[src/design/alu_pkg.sv]
// Purpose: constants and types for the accumulator alu, shifter and indirect-load block
// Assumes: one 250 MHz clock, 32-bit AXI4-Lite register access
// Notes: command word layout and register offsets shared by core and alu
// Behaviour
// - or_acc_into_file ORs accumulator with 7-bit addressed file, updates only zero.
// - destination bit zero sends result to accumulator, one back to file.
// - left shift: bit 7 to carry, zero into bit 0, carry and zero updated.
// - right shift: bit 0 to carry, zero into bit 7, carry and zero updated.
// - file_move_test copies file to destination, zero flag from value, single cycle.
// - indirect load reads via pointer chosen by index, to accumulator, updates zero.
// - pointer_update_mode 00 pre-inc, 01 pre-dec, 10 post-inc, 11 post-dec.
// - pre modes access pointer plus/minus one; post modes access original then adjust.
// - offset mode accesses pointer plus signed -32..31, pointer left unchanged.
// - alias file addresses have no storage; they reach the pointer's target.
// - pointers are 16 bits and wrap modulo 65536 on increment or decrement.
// - pointer adjustment never touches status flags; only data alters zero.
`default_nettype none
package alu_pkg;
  localparam logic [11:0] ADDR_ACC = 12'h000;
  localparam logic [11:0] ADDR_STATUS = 12'h004;
  localparam logic [11:0] ADDR_PTR0 = 12'h008;
  localparam logic [11:0] ADDR_PTR1 = 12'h00C;
  localparam logic [11:0] ADDR_CMD = 12'h010;
  localparam logic [11:0] ADDR_EADDR = 12'h014;
  localparam logic [2:0] MEM_WINDOW = 3'h1;
  localparam int MEM_DEPTH = 128;
  localparam int STAT_C = 0;
  localparam int STAT_Z = 1;
  localparam int CMD_OP_LSB = 0;
  localparam int CMD_DEST = 3;
  localparam int CMD_F_LSB = 4;
  localparam int CMD_N = 11;
  localparam int CMD_UPD_LSB = 12;
  localparam int CMD_OFS = 14;
  localparam int CMD_K_LSB = 15;
  localparam int CMD_DEF = 21;
  localparam logic [6:0] ALIAS0 = 7'h00;
  localparam logic [6:0] ALIAS1 = 7'h01;
  localparam logic [7:0] ACC_RST = 8'h00;
  localparam logic [15:0] PTR_RST = 16'h0000;
  localparam logic [31:0] CMD_RST = 32'h0000_0000;
  localparam logic [15:0] PTR_ONE = 16'h0001;
  localparam logic [15:0] PTR_MINUS_ONE = 16'hFFFF;
  localparam logic [1:0] RESP_OKAY = 2'h0;
  localparam logic [1:0] RESP_SLVERR = 2'h2;

  typedef enum logic [2:0] {
    OP_OR = 3'h0,
    OP_LSL = 3'h1,
    OP_LSR = 3'h2,
    OP_MOV = 3'h3,
    OP_IND = 3'h4
  } op_type;

  typedef enum logic [1:0] {
    UPD_PRE_INC = 2'h0,
    UPD_PRE_DEC = 2'h1,
    UPD_POST_INC = 2'h2,
    UPD_POST_DEC = 2'h3
  } upd_mode_type;
endpackage
`default_nettype wire

[src/design/alu_core.sv]
// Purpose: executes one command per write, holds accumulator, flags, pointers, file memory
// Assumes: AXI4-Lite slave, one outstanding write and read, synchronous active-low reset
// Notes: pointer reaches file memory through its low seven bits only
//
// The placing of the registers and the AXI4-Lite interface to the registers were left to the implementer.
`timescale 1ns/1ps
`default_nettype none
module alu_core
  import alu_pkg::*;
(
  input wire logic aclk,
  input wire logic aresetn,
  input wire logic [11:0] awaddr,
  input wire logic awvalid,
  output logic awready,
  input wire logic [31:0] wdata,
  input wire logic [3:0] wstrb,
  input wire logic wvalid,
  output logic wready,
  output logic [1:0] bresp,
  output logic bvalid,
  input wire logic bready,
  input wire logic [11:0] araddr,
  input wire logic arvalid,
  output logic arready,
  output logic [31:0] rdata,
  output logic [1:0] rresp,
  output logic rvalid,
  input wire logic rready
);
  function automatic logic [31:0] merge(input logic [31:0] old, input logic [31:0] nw,
                                        input logic [3:0] strb);
    logic [31:0] m;
    m = old;
    for (int i = 0; i < 4; i++) begin
      if (strb[i]) m[8*i +: 8] = nw[8*i +: 8];
    end
    return m;
  endfunction

  // wraps modulo the full 16-bit space
  function automatic logic [15:0] ptr_add(input logic [15:0] p, input logic [15:0] d);
    return p + d;
  endfunction

  logic [7:0] mem [MEM_DEPTH];
  logic awready_r, awready_nxt, wready_r, wready_nxt, bvalid_r, bvalid_nxt;
  logic [1:0] bresp_r, bresp_nxt, rresp_r, rresp_nxt;
  logic arready_r, arready_nxt, rvalid_r, rvalid_nxt;
  logic [31:0] rdata_r, rdata_nxt, wdata_r, wdata_nxt;
  logic [3:0] wstrb_r, wstrb_nxt;
  logic [11:0] awaddr_r, awaddr_nxt;
  logic aw_have_r, aw_have_nxt, w_have_r, w_have_nxt;
  logic [7:0] acc_r, acc_nxt;
  logic c_r, c_nxt, z_r, z_nxt;
  logic [15:0] ptr0_r, ptr0_nxt, ptr1_r, ptr1_nxt, eaddr_r, eaddr_nxt;
  logic [31:0] cmd_r, cmd_nxt;
  logic aw_take, w_take, ar_take, do_wr, exec, wr_hit;
  logic mem_we;
  logic [6:0] mem_wa;
  logic [7:0] mem_wd;
  logic [2:0] op;
  logic dest, n_sel, ofs;
  logic [1:0] pointer_update_mode;
  logic [6:0] f_addr, fa;
  logic [15:0] base, ea, new_ptr, k_ext;
  logic [7:0] fval, ind_val, alu_in, alu_res;
  logic alu_c, alu_z;

  assign aw_take = awvalid && awready_r;
  assign w_take = wvalid && wready_r;
  assign ar_take = arvalid && arready_r;
  assign do_wr = aw_have_r && w_have_r && !bvalid_r;
  assign exec = do_wr && (awaddr_r == ADDR_CMD);

  // command fields from the word being written
  assign op = wdata_r[CMD_OP_LSB +: 3];
  assign f_addr = wdata_r[CMD_F_LSB +: 7];
  assign n_sel = wdata_r[CMD_N];
  assign pointer_update_mode = wdata_r[CMD_UPD_LSB +: 2];
  assign ofs = wdata_r[CMD_OFS];
  assign k_ext = {{10{wdata_r[CMD_K_LSB + 5]}}, wdata_r[CMD_K_LSB +: 6]};
  // omitted destination on a shift defaults to the file register
  assign dest = wdata_r[CMD_DEST] ||
                (wdata_r[CMD_DEF] && (op == OP_LSL || op == OP_LSR));

  // alias addresses resolve to the pointer target, no storage of their own
  assign fa = (f_addr == ALIAS0) ? ptr0_r[6:0] :
              (f_addr == ALIAS1) ? ptr1_r[6:0] : f_addr;
  assign fval = mem[fa];

  always_comb begin
    base = n_sel ? ptr1_r : ptr0_r;
    ea = base;
    new_ptr = base;
    if (ofs) begin
      ea = ptr_add(base, k_ext);
    end else begin
      unique case (pointer_update_mode)
        UPD_PRE_INC: begin
          ea = ptr_add(base, PTR_ONE);
          new_ptr = ea;
        end
        UPD_PRE_DEC: begin
          ea = ptr_add(base, PTR_MINUS_ONE);
          new_ptr = ea;
        end
        UPD_POST_INC: new_ptr = ptr_add(base, PTR_ONE);
        UPD_POST_DEC: new_ptr = ptr_add(base, PTR_MINUS_ONE);
      endcase
    end
  end

  assign ind_val = mem[ea[6:0]];
  assign alu_in = (op == OP_IND) ? ind_val : fval;

  alu_unit u_alu (
    .op(op),
    .acc(acc_r),
    .data(alu_in),
    .c_in(c_r),
    .res(alu_res),
    .c_out(alu_c),
    .z_out(alu_z)
  );

  // bus channel handshakes
  always_comb begin
    aw_have_nxt = do_wr ? 1'b0 : (aw_have_r || aw_take);
    w_have_nxt = do_wr ? 1'b0 : (w_have_r || w_take);
    awaddr_nxt = aw_take ? {awaddr[11:2], 2'b00} : awaddr_r;
    wdata_nxt = w_take ? wdata : wdata_r;
    wstrb_nxt = w_take ? wstrb : wstrb_r;
    bvalid_nxt = do_wr ? 1'b1 : ((bvalid_r && bready) ? 1'b0 : bvalid_r);
    bresp_nxt = do_wr ? (wr_hit ? RESP_OKAY : RESP_SLVERR) : bresp_r;
    awready_nxt = !aw_have_nxt && !bvalid_nxt;
    wready_nxt = !w_have_nxt && !bvalid_nxt;
    rvalid_nxt = ar_take ? 1'b1 : ((rvalid_r && rready) ? 1'b0 : rvalid_r);
    arready_nxt = !rvalid_nxt;
    rdata_nxt = rdata_r;
    rresp_nxt = rresp_r;
    if (ar_take) begin
      rresp_nxt = RESP_OKAY;
      rdata_nxt = 32'h0000_0000;
      if (araddr[11:9] == MEM_WINDOW) rdata_nxt = {24'h00_0000, mem[araddr[8:2]]};
      else begin
        unique case ({araddr[11:2], 2'b00})
          ADDR_ACC: rdata_nxt = {24'h00_0000, acc_r};
          ADDR_STATUS: rdata_nxt = {30'h0000_0000, z_r, c_r};
          ADDR_PTR0: rdata_nxt = {16'h0000, ptr0_r};
          ADDR_PTR1: rdata_nxt = {16'h0000, ptr1_r};
          ADDR_CMD: rdata_nxt = cmd_r;
          ADDR_EADDR: rdata_nxt = {16'h0000, eaddr_r};
          default: rresp_nxt = RESP_SLVERR;
        endcase
      end
    end
  end

  // register writes and command execution
  always_comb begin
    acc_nxt = acc_r;
    c_nxt = c_r;
    z_nxt = z_r;
    ptr0_nxt = ptr0_r;
    ptr1_nxt = ptr1_r;
    cmd_nxt = cmd_r;
    eaddr_nxt = eaddr_r;
    mem_we = 1'b0;
    mem_wa = fa;
    mem_wd = alu_res;
    wr_hit = 1'b1;
    if (do_wr) begin
      if (awaddr_r[11:9] == MEM_WINDOW) begin
        mem_we = wstrb_r[0];
        mem_wa = awaddr_r[8:2];
        mem_wd = wdata_r[7:0];
      end else begin
        unique case (awaddr_r)
          ADDR_ACC: acc_nxt = 8'(merge({24'h00_0000, acc_r}, wdata_r, wstrb_r));
          ADDR_STATUS: begin
            if (wstrb_r[0]) begin
              c_nxt = wdata_r[STAT_C];
              z_nxt = wdata_r[STAT_Z];
            end
          end
          ADDR_PTR0: ptr0_nxt = 16'(merge({16'h0000, ptr0_r}, wdata_r, wstrb_r));
          ADDR_PTR1: ptr1_nxt = 16'(merge({16'h0000, ptr1_r}, wdata_r, wstrb_r));
          ADDR_CMD: cmd_nxt = merge(cmd_r, wdata_r, wstrb_r);
          default: wr_hit = 1'b0;
        endcase
      end
    end
    if (exec) begin
      // one write executes one instruction in the same cycle
      unique case (op)
        OP_OR, OP_MOV, OP_LSL, OP_LSR: begin
          z_nxt = alu_z;
          if (op == OP_LSL || op == OP_LSR) c_nxt = alu_c;
          eaddr_nxt = {9'h000, fa};
          if (dest) mem_we = 1'b1;
          else acc_nxt = alu_res;
        end
        OP_IND: begin
          acc_nxt = alu_res;
          z_nxt = alu_z;
          eaddr_nxt = ea;
          if (n_sel) ptr1_nxt = new_ptr;
          else ptr0_nxt = new_ptr;
        end
        default: eaddr_nxt = eaddr_r;
      endcase
    end
  end

  always_ff @(posedge aclk) begin
    if (mem_we) mem[mem_wa] <= mem_wd;
  end

  always_ff @(posedge aclk) begin
    if (!aresetn) begin
      awready_r <= 1'b1;
      wready_r <= 1'b1;
      arready_r <= 1'b1;
      bvalid_r <= 1'b0;
      rvalid_r <= 1'b0;
      bresp_r <= RESP_OKAY;
      rresp_r <= RESP_OKAY;
      rdata_r <= 32'h0000_0000;
      wdata_r <= 32'h0000_0000;
      wstrb_r <= 4'h0;
      awaddr_r <= 12'h000;
      aw_have_r <= 1'b0;
      w_have_r <= 1'b0;
      acc_r <= ACC_RST;
      c_r <= 1'b0;
      z_r <= 1'b0;
      ptr0_r <= PTR_RST;
      ptr1_r <= PTR_RST;
      cmd_r <= CMD_RST;
      eaddr_r <= PTR_RST;
    end else begin
      awready_r <= awready_nxt;
      wready_r <= wready_nxt;
      arready_r <= arready_nxt;
      bvalid_r <= bvalid_nxt;
      rvalid_r <= rvalid_nxt;
      bresp_r <= bresp_nxt;
      rresp_r <= rresp_nxt;
      rdata_r <= rdata_nxt;
      wdata_r <= wdata_nxt;
      wstrb_r <= wstrb_nxt;
      awaddr_r <= awaddr_nxt;
      aw_have_r <= aw_have_nxt;
      w_have_r <= w_have_nxt;
      acc_r <= acc_nxt;
      c_r <= c_nxt;
      z_r <= z_nxt;
      ptr0_r <= ptr0_nxt;
      ptr1_r <= ptr1_nxt;
      cmd_r <= cmd_nxt;
      eaddr_r <= eaddr_nxt;
    end
  end

  assign awready = awready_r;
  assign wready = wready_r;
  assign bvalid = bvalid_r;
  assign bresp = bresp_r;
  assign arready = arready_r;
  assign rvalid = rvalid_r;
  assign rdata = rdata_r;
  assign rresp = rresp_r;
endmodule
`default_nettype wire

[src/design/alu_unit.sv]
// Purpose: byte result, carry and zero for or, shifts, moves and indirect load
// Assumes: purely combinational, flags chosen by the caller per operation
// Notes: data input is the file value, or the indirect byte for the load
`timescale 1ns/1ps
`default_nettype none
module alu_unit
  import alu_pkg::*;
(
  input wire logic [2:0] op,
  input wire logic [7:0] acc,
  input wire logic [7:0] data,
  input wire logic c_in,
  output logic [7:0] res,
  output logic c_out,
  output logic z_out
);
  always_comb begin
    res = data;
    c_out = c_in;
    unique case (op)
      OP_OR: res = acc | data;
      OP_LSL: begin
        res = {data[6:0], 1'b0};
        c_out = data[7];
      end
      OP_LSR: begin
        res = {1'b0, data[7:1]};
        c_out = data[0];
      end
      default: res = data;
    endcase
    z_out = (res == 8'h00);
  end
endmodule
`default_nettype wire

[config.mk]
export PLATFORM = sky130hd
export DESIGN_NAME = alu_core
export DESIGN_NICKNAME = d
export VERILOG_FILES = /design/src/design/alu_pkg.sv /design/src/design/alu_core.sv /design/src/design/alu_unit.sv
export SDC_FILE = /design/constraint.sdc
export NUM_CORES = 2
export LEC_CHECK = 0
export BUFFER_PORTS_ARGS = -buffer_cell sky130_fd_sc_hd__buf_2
export CORE_UTILIZATION = 45
export CTS_BUF_LIST = sky130_fd_sc_hd__clkbuf_8
export DETAILED_ROUTE_END_ITERATION = 7
export PLACE_DENSITY = 0.66
export SYNTH_ARGS = -nofsm -noshare
export SYNTH_HDL_FRONTEND = slang
export SYNTH_HIERARCHICAL = 1
export SYNTH_SLANG_ARGS = --single-unit
[constraint.sdc]
create_clock -name aclk -period 14.1 [get_ports aclk]
set_input_delay 4.23 -clock aclk [delete_from_list [all_inputs] [get_ports aclk]]
set_output_delay 4.23 -clock aclk [all_outputs]
set_load 0.01 [all_outputs]
==> results.py <==
metrics = {
    "global_route": {
        "grt_pass1_vias": 54080,
        "grt_max_degree": 144,
        "grt-ovfl-total": 0,
        "grt_pass1_wl_mm": 392,
        "grt_antenna_before_repair": 29,
        "grt_usage": 0.349,
    },
    "pwr": {
        "ir_drop_uv": 120,
        "clock_power_share": 0.316,
        "powerDensity_nw_per_um2": 131,
        "p_int_w": 0.00661,
        "p_leak_nw": 25.8,
        "p_sw_frac": 0.333,
        "p_total_w": 0.00991,
        "power_frac_seq": 0.449,
        "combinationalPowerShare": 0.234,
        "p_switching_w": 0.00330,
    },
    "route": {
        "antenna_left": 0,
        "routed_wire_length_per_instance_um": 34.1,
        "vias_per_cell": 7.15,
        "remaining_drc_errors": 10,
        "first_pass_iters": 8,
        "wl_mm": 277,
        "vias": 58136,
        "dr.first_iter.drc_count": 10948,
    },
    "clock_network": {
        "postCtsHoldBufs": 0,
        "clockRootBuffer": "clkbuf_8",
        "clk_pin_slew_ns": 0.07,
        "cts_tree": "done",
        "clock_sinks": 1201,
        "numCtsBuffers": 197,
        "post_cts_buffers": 0,
        "clock_path_buffers": 3,
        "cts_htree_levels": 4,
        "cts.repair.resized": 0,
        "clk_latency_ns": 0.98,
    },
    "logic_synthesis": {
        "synth_cells": 5958,
        "synth_cell_type_count": 91,
        "syn-cell-area_um2": 68900,
        "synth_largest_area_cell": "edfxtp_1",
        "synth_common_cells": "1164 x nand2_1, 1024 x edfxtp_1, 450 x mux4_2, 381 x nand3_1, 308 x clkbuf_1",
        "async_flop_share": 0,
        "synth_edf_count": 1024,
        "syn_area_per_cell_um2": 11.6,
        "yosys_warnings": 6,
        "ys_top_cells_by_area": "edfxtp_1 45%, mux4_2 15%, nand2_1 6.3%",
        "yosysMostFrequentCell": "nand2_1",
        "synth_top_area_frac": 0.446,
        "yosysSeqAreaShare": 0.497,
        "ys_ff_latch": 1201,
        "synth_ff_type": "edfxtp_1",
    },
    "setup_path": {
        "crit_arrival_ns": 10.47,
        "crit_required_ns": 14.71,
        "crit_fanout": 139,
        "crit_type": "flip-flop to flip-flop",
        "endpoint_kind": "flip-flop",
        "cp-start-kind": "flip-flop",
    },
    "floorplan": {
        "io_pins": 108,
        "core_um2": 152000,
        "die_area_um2": 155000,
        "start_util": 0.453,
        "dieHeight_um": 393,
        "num_rows": 143,
        "die_w_um": 393,
    },
    "status": {
        "violations": "design-rule violations",
        "status": "finished with violations",
    },
    "layout": {
        "multiInputGateArea_um2": 32600,
        "nets": 6023,
        "finalInstanceArea_um2": 75700,
        "drive_gt1_frac": 0.189,
        "nFillCells": 13268,
        "area_growth_pct": 9.79,
        "regArea_um2": 34300,
    },
    "sta": {
        "totalNegativeSetupSlack_ns": 0,
        "relSlewSlack": 0.0427,
        "fin_crit_sh": 0.699,
        "rsz0062_at_grt": "no",
        "setup_viol": 0,
        "hold_viol_final": 0,
        "report.final.slew_viol_count": 0,
        "period_needed_ns": 9.86,
        "fmax_mhz": 101,
        "fin_skew_ns": 0.0817,
        "tightest_slew_ns": 1.43,
    },
    "run": {
        "cap_viol_max_count": 0,
    },
    "placed_design": {
        "gp_congestion": 1.01,
        "place_area_um2": 71800,
        "port_buffers": 101,
        "hpwl_mm": 174,
    },
    "min_path": {
        "hp-class": "flip-flop to flip-flop",
    },
}
## logic make-up after synthesis
logic type               synth area share
buffers and inverters              0.0342
AND/OR/NAND/NOR                     0.141
flip-flops                          0.497
other                           0.0000544
adder cells (fa/ha/maj)           0.00356
AO/OA/AOI/OAI                       0.120
multiplexers                        0.200
XOR/XNOR                          0.00407
## power groups by stage
stage                     Sequential (W)  Combinational (W)  Clock (W)
after floorplan                  0.00462            0.00122          0
after global placement           0.00452            0.00214          0
after detailed placement         0.00453            0.00218          0
after CTS                        0.00445            0.00218    0.00313
after global routing             0.00445            0.00235    0.00327
final                            0.00445            0.00232    0.00314
## critical path, stage by stage (launching register included)
cell	delay (ns)
dfxtp_1	0.31
buf_4	0.41
mux2i_1	0.78
inv_1	0.17
ha_1	0.28
fa_1	0.46
xnor2_1	0.20
and2_1	0.51
nor3_2	0.31
buf_4	0.46
buf_12	0.55
nand2_1	0.14
a311oi_1	0.61
a211oi_1	0.11
nor3_1	1.00
a211oi_1	0.30
nand3_1	0.34
nor2_1	0.07
a221oi_1	0.46
nand2_1	0.17
nand2_4	0.57
buf_4	0.76
## path summary, 6_finish.rpt
path | startpoint | to | slack (ns) | depth (start not counted)
worst max-delay path | wdata_r[11]$_SDFFE_PN0P_ | mem[48][7]$_DFFE_PP_ | 4.24 | 21
worst min-delay path | eaddr_r[4]$_SDFFE_PN0P_ | eaddr_r[4]$_SDFFE_PN0P_ | 0.47 | 2
worst max register to register | wdata_r[11]$_SDFFE_PN0P_ | mem[48][7]$_DFFE_PP_ | 4.24 | 21
worst min register to register | eaddr_r[4]$_SDFFE_PN0P_ | eaddr_r[4]$_SDFFE_PN0P_ | 0.47 | 2
## placed cells by master, fill, tap and decap left out, types with 117 or more instances in the layout
master and n:
a21oi_1 203, edfxtp_1 1024, mux4_2 450, o21ai_0 117, buf_4 197, mux2i_1 282
clkbuf_8 212, dfxtp_1 176, a211oi_1 120, nand3_1 379, nor2_1 226, nand2_1 1156
## layout make-up
type                    count  share of cell area
clock inverters           136              0.0127
inverters                  33             0.00164
flip-flops and latches   1201               0.453
diodes                     14            0.000463
clock buffers             212              0.0386
repair buffers            306              0.0292
multi-input cells        4198               0.431
well taps                2030              0.0336
## flip-flops by register name, summed over array words and instances, names as in the netlist, 8 cells and up
register,cells
mem,1024
cmd_r,32
rdata,32
wdata_r,32
eaddr_r,16
ptr0_r,16
ptr1_r,16
awaddr_r,10
acc_r,8
## per-stage QoR
stage	util	hold WS, ns	setup slack, ns	cells
6_report	0.498	0.466	4.24	8130
5_1_grt	0.497	0.487	4.29	8118
4_1_cts	0.497	0.467	4.93	8116
3_5_place_dp	0.472	0.460	4.95	7768
3_3_place_gp	0.472	0.451	5.11	7768
2_1_floorplan	-	0.420	5.67	5959
## layer usage
layer / share of wire / track usage
met1: 0.34 / 0.445
met2: 0.41 / 0.488
met3: 0.17 / 0.147
met4: 0.077 / 0.218
met5: 0.0017 / 0.00831
Note: power is estimated with default switching activity, not from simulation.
